==> src/hw/timer8_pkg.sv <==
// constants shared by the 8-bit timer: addresses, field positions, resets, codes
package timer8_pkg;
  // clock select addresses, unit 6 and unit 7
  localparam logic [31:0] ADDR_CLK_LOW_U6 = 32'hFFFFF284;
  localparam logic [31:0] ADDR_CLK_HIGH_U6 = 32'hFFFFF28E;
  localparam logic [31:0] ADDR_CLK_LOW_U7 = 32'hFFFFF294;
  localparam logic [31:0] ADDR_CLK_HIGH_U7 = 32'hFFFFF29E;
  // mode control, compare and count addresses
  localparam logic [31:0] ADDR_COUNT_U6 = 32'hFFFFF280;
  localparam logic [31:0] ADDR_COMPARE_U6 = 32'hFFFFF282;
  localparam logic [31:0] ADDR_MODE_U6 = 32'hFFFFF286;
  localparam logic [31:0] ADDR_COUNT_U7 = 32'hFFFFF290;
  localparam logic [31:0] ADDR_COMPARE_U7 = 32'hFFFFF292;
  localparam logic [31:0] ADDR_MODE_U7 = 32'hFFFFF296;
  // reset values
  localparam logic [7:0] CLK_SELECT_RESET = 8'h00;
  localparam logic [7:0] MODE_RESET = 8'h04;
  localparam logic [7:0] COMPARE_RESET = 8'h00;
  localparam logic [7:0] COUNT_RESET = 8'h00;
  localparam logic [7:0] COUNT_WRAP = 8'hFF;
  // mode control field positions
  localparam int COUNT_ENABLE_BIT = 7;
  localparam int PWM_SELECT_BIT = 6;
  localparam int CASCADE_SELECT_BIT = 4;
  localparam int OUTPUT_PRESET_HIGH_BIT = 3;
  localparam int OUTPUT_PRESET_LOW_BIT = 2;
  localparam int ACTIVE_LEVEL_BIT = 1;
  localparam int OUTPUT_ENABLE_BIT = 0;
  // clock select fields: low register bits 2..0, high register bit 0
  localparam int CLOCK_LOW_MSB = 2;
  localparam int CLOCK_CODE_MSB_BIT = 0;
  // instance groups, each with its own special sources
  localparam logic [1:0] GROUP_PAIR_45 = 2'h0;
  localparam logic [1:0] GROUP_PAIR_67 = 2'h1;
  localparam logic [1:0] GROUP_PAIR_1011 = 2'h2;
  // count clock codes
  localparam logic [3:0] CODE_EVENT_FALL = 4'h0;
  localparam logic [3:0] CODE_EVENT_RISE = 4'h1;
  localparam logic [3:0] CODE_DIV4 = 4'h2;
  localparam logic [3:0] CODE_DIV8 = 4'h3;
  localparam logic [3:0] CODE_DIV16 = 4'h4;
  localparam logic [3:0] CODE_DIV32 = 4'h5;
  localparam logic [3:0] CODE_SIX = 4'h6;
  localparam logic [3:0] CODE_SEVEN = 4'h7;
  localparam logic [3:0] CODE_TEN = 4'hA;
  localparam logic [3:0] CODE_ELEVEN = 4'hB;
  localparam logic [3:0] CODE_SPECIAL = 4'hF;
  // prescaler width, enough for the /512 tap
  localparam int PRESCALE_BITS = 9;
endpackage

==> src/hw/timer8_pwm.sv <==
// 8-bit timer / event counter with compare, square wave and pwm output
`timescale 1ns/1ns

////////////////////////////////////////////////////////////////////////////////
// pin filter: three flops, level follows once the second and third agree
module pin_edge_filter (
  // clock and reset
  input wire logic clk_sys_in,
  input wire logic rst_in,
  // raw pin
  input wire logic pin_in,
  // filtered edges
  output logic rise_out,
  output logic fall_out
);
  logic sync_a;
  logic sync_b;
  logic sync_c;
  logic level;
  logic level_prev;

  // only sync_b reads sync_a; the agreement test looks at b and c
  always_ff @(posedge clk_sys_in or posedge rst_in) begin
    if (rst_in) begin
      sync_a <= 1'b0;
      sync_b <= 1'b0;
      sync_c <= 1'b0;
      level <= 1'b0;
      level_prev <= 1'b0;
    end else begin
      sync_a <= pin_in;
      sync_b <= sync_a;
      sync_c <= sync_b;
      level <= (sync_b == sync_c) ? sync_c : level;
      level_prev <= level;
    end
  end

  assign rise_out = level & ~level_prev;
  assign fall_out = ~level & level_prev;
endmodule

////////////////////////////////////////////////////////////////////////////////
// the timer itself
module timer8_pwm
  import timer8_pkg::*;
#(
  parameter logic [1:0] TIMER_GROUP = GROUP_PAIR_67,
  parameter logic [31:0] CLK_LOW_ADDR = ADDR_CLK_LOW_U6,
  parameter logic [31:0] CLK_HIGH_ADDR = ADDR_CLK_HIGH_U6,
  parameter logic [31:0] MODE_ADDR = ADDR_MODE_U6,
  parameter logic [31:0] COMPARE_ADDR = ADDR_COMPARE_U6,
  parameter logic [31:0] COUNT_ADDR = ADDR_COUNT_U6
) (
  // clock and reset
  input wire logic clk_sys_in,
  input wire logic rst_in,
  // register access
  input wire logic [31:0] reg_addr_in,
  input wire logic reg_write_in,
  input wire logic reg_read_in,
  input wire logic [7:0] reg_wdata_in,
  output logic [7:0] reg_rdata_out,
  // count sources from outside
  input wire logic event_pin_in,
  input wire logic sub_clock_in,
  input wire logic line_sync_comp_input_in,
  input wire logic reference_timer_zero_ovf_in,
  input wire logic cascade_tick_in,
  // results
  output logic match_interrupt_out,
  output logic overflow_out,
  output logic timer_output_pin_out
);
  logic [7:0] clock_select_low;
  logic [7:0] clock_select_high;
  logic [7:0] mode_control;
  logic [7:0] compare_value;
  logic [7:0] count_value;
  logic [PRESCALE_BITS-1:0] prescale;
  logic output_ff;
  logic pwm_active;
  logic [9:2] div_tick;
  logic src_tick;
  logic event_rise;
  logic event_fall;
  logic sub_rise;
  logic line_rise;

  //////////////////////////////////////////////////////////////////////////////
  // register decode
  wire wr_low = reg_write_in && (reg_addr_in == CLK_LOW_ADDR);
  wire wr_high = reg_write_in && (reg_addr_in == CLK_HIGH_ADDR);
  wire wr_mode = reg_write_in && (reg_addr_in == MODE_ADDR);
  wire wr_compare = reg_write_in && (reg_addr_in == COMPARE_ADDR);
  wire [7:0] read_sel = (reg_addr_in == CLK_LOW_ADDR) ? clock_select_low :
                        (reg_addr_in == CLK_HIGH_ADDR) ? clock_select_high :
                        (reg_addr_in == MODE_ADDR) ? mode_control :
                        (reg_addr_in == COMPARE_ADDR) ? compare_value :
                        (reg_addr_in == COUNT_ADDR) ? count_value : 8'h00;

  // mode control fields
  wire count_enable_bit = mode_control[COUNT_ENABLE_BIT];
  wire pwm_select_bit = mode_control[PWM_SELECT_BIT];
  wire cascade_select_bit = mode_control[CASCADE_SELECT_BIT];
  wire active_level_bit = mode_control[ACTIVE_LEVEL_BIT];
  wire output_enable_bit = mode_control[OUTPUT_ENABLE_BIT];
  wire preset_high = reg_wdata_in[OUTPUT_PRESET_HIGH_BIT] & ~reg_wdata_in[OUTPUT_PRESET_LOW_BIT];
  wire preset_low = ~reg_wdata_in[OUTPUT_PRESET_HIGH_BIT] & reg_wdata_in[OUTPUT_PRESET_LOW_BIT];

  // four-bit count clock code
  wire clock_code_msb = clock_select_high[CLOCK_CODE_MSB_BIT];
  wire [3:0] clock_code = {clock_code_msb, clock_select_low[CLOCK_LOW_MSB:0]};

  // registers: unused clock select bits are dropped so they read as zero
  always_ff @(posedge clk_sys_in or posedge rst_in) begin
    if (rst_in) begin
      clock_select_low <= CLK_SELECT_RESET;
      clock_select_high <= CLK_SELECT_RESET;
      mode_control <= MODE_RESET;
      compare_value <= COMPARE_RESET;
      reg_rdata_out <= 8'h00;
    end else begin
      if (wr_low) begin
        clock_select_low <= {5'h00, reg_wdata_in[CLOCK_LOW_MSB:0]};
      end
      if (wr_high) begin
        clock_select_high <= {7'h00, reg_wdata_in[CLOCK_CODE_MSB_BIT]};
      end
      if (wr_mode) begin
        mode_control <= reg_wdata_in;
      end
      if (wr_compare) begin
        compare_value <= reg_wdata_in;
      end
      reg_rdata_out <= reg_read_in ? read_sel : 8'h00;
    end
  end

  //////////////////////////////////////////////////////////////////////////////
  // prescaler; tap k fires once every 2^k cycles
  always_ff @(posedge clk_sys_in or posedge rst_in) begin
    if (rst_in) begin
      prescale <= '0;
    end else begin
      prescale <= prescale + 1'b1;
    end
  end

  for (genvar k = 2; k <= 9; k++) begin : g_taps
    assign div_tick[k] = &prescale[k-1:0];
  end

  // the three pin sources pass the three-flop filter; timer zero overflow and cascade tick go in unfiltered
  pin_edge_filter u_event (
    .clk_sys_in(clk_sys_in),
    .rst_in(rst_in),
    .pin_in(event_pin_in),
    .rise_out(event_rise),
    .fall_out(event_fall)
  );

  pin_edge_filter u_sub (
    .clk_sys_in(clk_sys_in),
    .rst_in(rst_in),
    .pin_in(sub_clock_in),
    .rise_out(sub_rise),
    .fall_out()
  );

  pin_edge_filter u_line (
    .clk_sys_in(clk_sys_in),
    .rst_in(rst_in),
    .pin_in(line_sync_comp_input_in),
    .rise_out(line_rise),
    .fall_out()
  );

  // source select; every prohibited code falls to the default and never ticks
  always_comb begin
    src_tick = 1'b0;
    case (clock_code)
      CODE_EVENT_FALL: src_tick = (TIMER_GROUP == GROUP_PAIR_45) & event_fall;
      CODE_EVENT_RISE: src_tick = (TIMER_GROUP == GROUP_PAIR_45) & event_rise;
      CODE_DIV4: src_tick = div_tick[2];
      CODE_DIV8: src_tick = div_tick[3];
      CODE_DIV16: src_tick = div_tick[4];
      CODE_DIV32: src_tick = div_tick[5];
      CODE_SIX: src_tick = (TIMER_GROUP == GROUP_PAIR_45) ? div_tick[7] : div_tick[6];
      CODE_SEVEN: src_tick = (TIMER_GROUP == GROUP_PAIR_45) ? sub_rise : div_tick[7];
      CODE_TEN: src_tick = (TIMER_GROUP == GROUP_PAIR_45) ? div_tick[6] : div_tick[8];
      CODE_ELEVEN: src_tick = (TIMER_GROUP == GROUP_PAIR_45) ? div_tick[8] : div_tick[9];
      CODE_SPECIAL: begin
        src_tick = (TIMER_GROUP == GROUP_PAIR_67) ? reference_timer_zero_ovf_in :
                   (TIMER_GROUP == GROUP_PAIR_1011) ? line_rise : 1'b0;
      end
      default: src_tick = 1'b0;
    endcase
  end

  //////////////////////////////////////////////////////////////////////////////
  // count step and compare decode
  wire raw_tick = cascade_select_bit ? cascade_tick_in : src_tick;
  wire count_tick = count_enable_bit & raw_tick;
  wire at_match = (count_value == compare_value);
  wire at_wrap = (count_value == COUNT_WRAP);
  wire clear_match = count_tick & ~pwm_select_bit & at_match;
  wire [7:0] next_count = ~count_enable_bit ? COUNT_RESET :
                          ~count_tick ? count_value :
                          clear_match ? COUNT_RESET :
                          count_value + 8'h01;
  wire next_irq = clear_match & ~pwm_select_bit;
  wire next_output_ff = (wr_mode & preset_high) ? 1'b1 :
                        (wr_mode & preset_low) ? 1'b0 :
                        (clear_match & output_enable_bit) ? ~output_ff : output_ff;
  // overflow sets before match clears, so compare FFH gives a full-width pulse
  wire next_pwm_active = (~count_enable_bit | ~pwm_select_bit) ? 1'b0 :
                         (count_tick & at_wrap) ? 1'b1 :
                         (count_tick & at_match) ? 1'b0 : pwm_active;
  wire pwm_level = (output_enable_bit & pwm_active) ? active_level_bit : ~active_level_bit;
  wire next_pin = pwm_select_bit ? pwm_level : (output_enable_bit & output_ff);

  // counter, flip-flops and registered outputs
  always_ff @(posedge clk_sys_in or posedge rst_in) begin
    if (rst_in) begin
      count_value <= COUNT_RESET;
      output_ff <= 1'b0;
      pwm_active <= 1'b0;
      match_interrupt_out <= 1'b0;
      overflow_out <= 1'b0;
      timer_output_pin_out <= 1'b0;
    end else begin
      count_value <= next_count;
      output_ff <= next_output_ff;
      pwm_active <= next_pwm_active;
      match_interrupt_out <= next_irq;
      overflow_out <= count_tick & at_wrap & ~clear_match;
      timer_output_pin_out <= next_pin;
    end
  end

  //////////////////////////////////////////////////////////////////////////////
  // checks
  property p_mode_reset;
    @(posedge clk_sys_in) rst_in |=> (mode_control == MODE_RESET);
  endproperty
  a_mode_reset: assert property (p_mode_reset) else $error("mode control not 04H after reset");

  property p_clear_on_match;
    @(posedge clk_sys_in) disable iff (rst_in)
      (count_tick && !pwm_select_bit && at_match) |=>
      (count_value == COUNT_RESET) && match_interrupt_out;
  endproperty
  a_clear_on_match: assert property (p_clear_on_match) else $error("match did not clear and interrupt");

  property p_stop_clears;
    @(posedge clk_sys_in) disable iff (rst_in)
      !count_enable_bit |=> (count_value == COUNT_RESET);
  endproperty
  a_stop_clears: assert property (p_stop_clears) else $error("count not 00H while stopped");

  property p_no_irq_pwm;
    @(posedge clk_sys_in) disable iff (rst_in)
      $past(pwm_select_bit) |-> !match_interrupt_out;
  endproperty
  a_no_irq_pwm: assert property (p_no_irq_pwm) else $error("match interrupt in pwm mode");

  property p_toggle;
    @(posedge clk_sys_in) disable iff (rst_in)
      (clear_match && output_enable_bit && !wr_mode) |=> (output_ff != $past(output_ff));
  endproperty
  a_toggle: assert property (p_toggle) else $error("output flip-flop did not invert");

  property p_preset_high;
    @(posedge clk_sys_in) disable iff (rst_in)
      (wr_mode && preset_high) |=> output_ff;
  endproperty
  a_preset_high: assert property (p_preset_high) else $error("preset high not applied");

  property p_pwm_stop_inactive;
    @(posedge clk_sys_in) disable iff (rst_in)
      (pwm_select_bit && !count_enable_bit)[*2] |=>
      (timer_output_pin_out == !$past(active_level_bit));
  endproperty
  a_pwm_stop_inactive: assert property (p_pwm_stop_inactive) else $error("pwm output active after stop");

  property p_prohibited_holds;
    @(posedge clk_sys_in) disable iff (rst_in)
      (!cascade_select_bit && ((clock_code == 4'h8) || (clock_code == 4'h9) ||
      (clock_code == 4'hC) || (clock_code == 4'hD) || (clock_code == 4'hE))) |-> !count_tick;
  endproperty
  a_prohibited_holds: assert property (p_prohibited_holds) else $error("prohibited code ticked");

  property p_cascade_source;
    @(posedge clk_sys_in) disable iff (rst_in)
      cascade_select_bit |-> (count_tick == (count_enable_bit && cascade_tick_in));
  endproperty
  a_cascade_source: assert property (p_cascade_source) else $error("cascade tick not used");

  property p_pwm_free_run;
    @(posedge clk_sys_in) disable iff (rst_in)
      (pwm_select_bit && count_tick) |=> (count_value == $past(count_value) + 8'h01);
  endproperty
  a_pwm_free_run: assert property (p_pwm_free_run) else $error("pwm count did not run free");

  property p_pwm_wrap_active;
    @(posedge clk_sys_in) disable iff (rst_in)
      (pwm_select_bit && count_enable_bit && count_tick && at_wrap) ##1
      (pwm_select_bit && count_enable_bit && output_enable_bit) |=>
      (timer_output_pin_out == $past(active_level_bit));
  endproperty
  a_pwm_wrap_active: assert property (p_pwm_wrap_active) else $error("pwm not active after wrap");
endmodule

==> config.mk <==
export PLATFORM = sky130hd
export DESIGN_NAME = timer8_pwm
export DESIGN_NICKNAME = d
export VERILOG_FILES = /design/src/hw/timer8_pkg.sv /design/src/hw/timer8_pwm.sv
export SDC_FILE = /design/constraint.sdc
export NUM_CORES = 1
export LEC_CHECK = 0
export ABC_AREA = 1
export BUFFER_PORTS_ARGS = -buffer_cell sky130_fd_sc_hd__buf_4
export CAP_MARGIN = 15
export CORE_UTILIZATION = 55
export CTS_CLUSTER_DIAMETER = 200
export DETAILED_ROUTE_END_ITERATION = 7
export PLACE_DENSITY_LB_ADDON = 0.25
export SYNTH_ARGS = -nofsm -noshare
export SYNTH_HDL_FRONTEND = slang
export SYNTH_SLANG_ARGS = --single-unit
==> constraint.sdc <==
create_clock -name clk_sys_in -period 6.21 [get_ports clk_sys_in]
set_clock_uncertainty 0.15 [all_clocks]
set_input_delay 0.9315 -clock clk_sys_in [delete_from_list [all_inputs] [get_ports clk_sys_in]]
set_output_delay 0.9315 -clock clk_sys_in [all_outputs]
set_load 0.02 [all_outputs]
# == Word-level counts from Yosys, hierarchy flattened ==
# Index checks and enable logic that the tools add are counted.
# classes
n_reduce_logical,14
addsub,2
n_eq_ne,17
shift,0
n_mux,19
n_bitwise,22
n_lt_le_gt_ge,0
n_mul,0
div,0
# op_table
cell,count
$eq A32 B32 Y1 const B,5
$mux W8,9
$eq A4 B3 Y1 const B,4
$and A1 B1 Y1,14
$eq A4 B4 Y1 const B,3
$add A9 B1 Y9 const B,1
$mux W1,9
$pmux W1 S9,1
$reduce_and A9 Y1,1
$add A8 B1 Y8 const B,1
$eq A4 B2 Y1 const B,2
$eq A8 B8 Y1,1
$eq A8 B8 Y1 const B,1
$reduce_and A8 Y1,1
$not A1 Y1,7
$reduce_and A7 Y1,1
$reduce_and A6 Y1,1
$reduce_bool A3 Y1,2
$reduce_and A5 Y1,1
$logic_and A1 B1 Y1,4
$reduce_and A4 Y1,1
$reduce_and A3 Y1,1
$ne A2 B1 Y1 const B,1
$reduce_and A2 Y1,1
$or A1 B1 Y1,1
# totals
elab_cells,86
inputBits,49
mem_count,0
ff_bits,50
latchBits,0
mem_bits_ro,0
out_inout_bits,11
ramBits,0

# == Depth between registers and ports, before layout ==
# logic_depth
word_depth,10
ltp_mapped,16
depth_no_buf,16

# == Worst setup path before layout ==
# OpenSTA, ideal clock, no wires.
# synth_path
path_type,input -> register
start,in reg_addr_in[5]
end,reg compare_value[4]
path_slack_ns,3.923
setup_ns,0.125
required_time_ns,5.935
path_buffers,0
arrival_ns,2.011
path_stages,7
cell_sequence,nor2_1 > nand3b_1 > nor3_4 > nand3_4 > clkinv_2 > nand2_4 > mux2_4
# synth_via
elab_chain_len,2
# synth_lines
element,line,text
"start, declared",timer8_pwm.sv:59,"input wire logic [31:0] reg_addr_in,"
$eq A32 B32 Y1,timer8_pwm.sv:95,wire wr_compare = reg_write_in && (reg_addr_in == COMPARE_ADDR);
$logic_and A1 B1 Y1,timer8_pwm.sv:95,
"end signal, assigned",timer8_pwm.sv:134,compare_value <= reg_wdata_in;
"end, declared",timer8_pwm.sv:78,logic [7:0] compare_value;
# No other way between the ends.
# A chain may end at the register's enable or synchronous reset.

# == Final worst setup path ==
# layout_path
start,in reg_addr_in[1]
end,reg reg_rdata_out[7]
# layout_via
elab_chain_len,7
elab_cells_between_ends,11
classes_between,eq/ne: 5; mux: 6
# layout_lines
element,line,text
$eq A32 B32 Y1,timer8_pwm.sv:100,(reg_addr_in == COUNT_ADDR) ? count_value : 8'h00;
$mux W8,timer8_pwm.sv:100,
$mux W8,timer8_pwm.sv:99,(reg_addr_in == COMPARE_ADDR) ? compare_value :
$mux W8,timer8_pwm.sv:98,(reg_addr_in == MODE_ADDR) ? mode_control :
$mux W8,timer8_pwm.sv:97,(reg_addr_in == CLK_HIGH_ADDR) ? clock_select_high :
$mux W8 *,timer8_pwm.sv:96,wire [7:0] read_sel = (reg_addr_in == CLK_LOW_ADDR) ? clock_select_low :
$mux W8 *,timer8_pwm.sv:136,reg_rdata_out <= reg_read_in ? read_sel : 8'h00;
"end signal, assigned",timer8_pwm.sv:136,
"end, declared",timer8_pwm.sv:63,"output logic [7:0] reg_rdata_out,"
# Mark *: on every way between the ends. The rest lies on a longest branch, timed or not.

==> results.cfg <==
[yosys]
syn_area_per_cell_um2 = 8.28
synthMuxAreaShare = 0.0193
synthAdderAreaFrac = 0.0220
ys_warn_count = 0
synth_nets = 398
synthSimpleGateAreaFrac = 0.301
synth_edf_count = 0
syn_area_um2 = 2850
yosysSeqAreaShare = 0.440
synth_cells = 344
synth-compound-area-share = 0.100
synth_xor_area_frac = 0.0400
synth_top_family_by_area = simple AND/OR/NAND/NOR gates
synth_ff_type = dfrtp_1
synthArstFlopShare = 1.00
synth_seq_cells = 50
ys_types = 39

[layout]
multiInputGateArea_um2 = 1370
mostFrequentLayoutCells = nand2_1 (69), buf_4 (56), dfrtp_1 (49)
layout_commonest_cell = nand2_1
fin_nets = 456
design_area_um2 = 3420
num-fill-cells = 396
num_antenna_cells = 0
drive_gt1_frac = 0.226
syn_to_final_growth_pct = 20.2
fin_cells = 470
regArea_um2 = 1250

[drt]
avgRoutedWirePerCell_um = 13.6
vias_per_cell = 5.34
routed_wirelength_um = 6390
first_iter_violations = 212
drc = 0
drtAntennaViolNets = 0
route.vias.total = 2512
first_pass_iters = 4

[clocking]
cts_resized = 0
cts_buffer_depth = 2
cts-root-buf = clkbuf_8
ctsHtreeMaxLevel = 2
cts_tree = built
clock_latency_ns = 0.31
numCtsBuffers = 5
cts_hold_buf = 0
clk_pin_slew_worst_paths_ns = 0.09
numClockSinks = 50
cts_setup_buffers = 0

[pwr]
p_per_area_nw_per_um2 = 204
ir_drop_uv = 183
p_leak_nw = 1.71
power_w = 0.000699

[grt]
grt_pass1_wl_um = 10700
track_usage = 0.256
grt_max_degree = 51
grt_pass1_vias = 2332
gr-total-overflow = 0
antenna_found_initial = 0

[min_path]
hold_start = prescale[0]
holdPathStages = 1
hold_class = reg2reg
hold-path-endpoint = prescale[0]

[floorplan]
die_h_um = 74.0
start_util = 0.587
core_um2 = 4850
die_x_um = 74.0
io_pins = 60
die-area_um2 = 5470
rows = 25

[placed_design]
gp_congestion = 0.885
dp.cells = 462
placed_area_um2 = 3310
io_buffers = 56
hpwl_um = 4870

[worst_setup_path]
arrival_ns = 2.56
worstPathMaxFanout = 7
endpoint_kind = flop
reg2reg_setup_slack_ns = 3.78
rr_endpoint = count_value[6]
worstRegToRegCells = 15
worstPathRequired_ns = 6.27
r2r_start = prescale[0]
critPathKind = in2reg
cp-start-kind = input pin

[timing]
setup_viol = 0
slew_headroom = 0.326
hold_violations = 0
drv_slew = 0
fin_crit_ns = 2.50
rsz0062_at_grt = no
post-route-period-util = 0.403
tightest_slew_ns = 1.01
setup_tns_ns = 0
fmax_mhz = 399

[flow_run]
maxCapViolations = 0

[outcome]
status = completed
final cells by class:
| class | instances | area share |
|---|---|---|
| tap | 67 | 0.0245 |
| timing repair buffer | 56 | 0.123 |
| clock inverter | 2 | 0.0113 |
| clock buffer | 6 | 0.0212 |
| inverter | 48 | 0.0530 |
| sequential | 50 | 0.366 |
| multi-input combinational | 241 | 0.401 |
worst max-delay path by stage:
stage / startpoint / endpoint / slack [ns] / cells after the start
finish: reg_addr_in[1] / reg_rdata_out[7] / 3.71 / 9
global route: prescale[0] / count_value[5] / 3.53 / 15
CTS: prescale[0] / count_value[3] / 3.75 / 15
detailed placement: reg_addr_in[1] / reg_rdata_out[7] / 3.51 / 9
global placement: reg_addr_in[0] / mode_control[5] / 3.56 / 8
floorplan: reg_addr_in[5] / compare_value[4] / 3.92 / 7
critical path, stage by stage:
cell and delay [ns]:
buf_4 0.11, inv_1 0.04, or2_1 0.31, inv_1 0.20, nand4_1 0.19, nand2_1 0.11, nor2_1 0.28, o21ai_0 0.17
a31oi_1 0.22
where the power goes:
| part | switching [W] | total, W | internal (W) | leakage, nW |
|---|---|---|---|---|
| Clock | 0.000107 | 0.000228 | 0.000121 | 0.0554 |
| Sequential | 0.0000200 | 0.000359 | 0.000339 | 0.643 |
| Combinational | 0.0000609 | 0.000112 | 0.0000507 | 1.01 |
| Total | 0.000188 | 0.000699 | 0.000511 | 1.71 |
state kept, by name (all words and copies together) (netlist names), 3 cells and up:
register and flops:
count_value 8, clock_select_low 3, mode_control 8, prescale 9
reg_rdata_out 8, compare_value 8
Yosys cell counts (all sizes together) (2+ instances only):
cell / n / area share
a21oi: 7 / 0.016
a31oi: 4 / 0.0088
and3: 2 / 0.0048
buf: 4 / 0.013
dfrtp: 49 / 0.43
ha: 5 / 0.022
inv: 47 / 0.062
mux2: 3 / 0.016
nand2: 74 / 0.10
nand3: 32 / 0.061
nand3b: 2 / 0.0053
nand4: 18 / 0.042
nor2: 35 / 0.055
nor3: 7 / 0.024
o211ai: 2 / 0.0053
o21ai: 27 / 0.054
o22ai: 6 / 0.013
or2: 2 / 0.0053
xnor2: 7 / 0.022
xor2: 6 / 0.018
through the flow:
stage                      util  hold WS (ns)  worst slack [ns]
final                     0.706         0.307              3.71
after global routing      0.706         0.339              3.53
after detailed placement  0.683         0.303              3.51
after global placement    0.683         0.293              3.56
after CTS                 0.706         0.316              3.75
after floorplan               -         0.272              3.92
routing by layer:
metal,wire length [um],track usage
met5,0,0
met3,447,0.0447
met4,70,0.0726
met1,2740,0.339
met2,3130,0.434
cells by family after synthesis:
family | after synthesis
AO/OA/AOI/OAI | 47
XOR/XNOR | 13
adder cells (fa/ha/maj) | 5
buffers and inverters | 53
flip-flops | 50
multiplexers | 4
AND/OR/NAND/NOR | 172
Power figures use the tool's default switching activity.
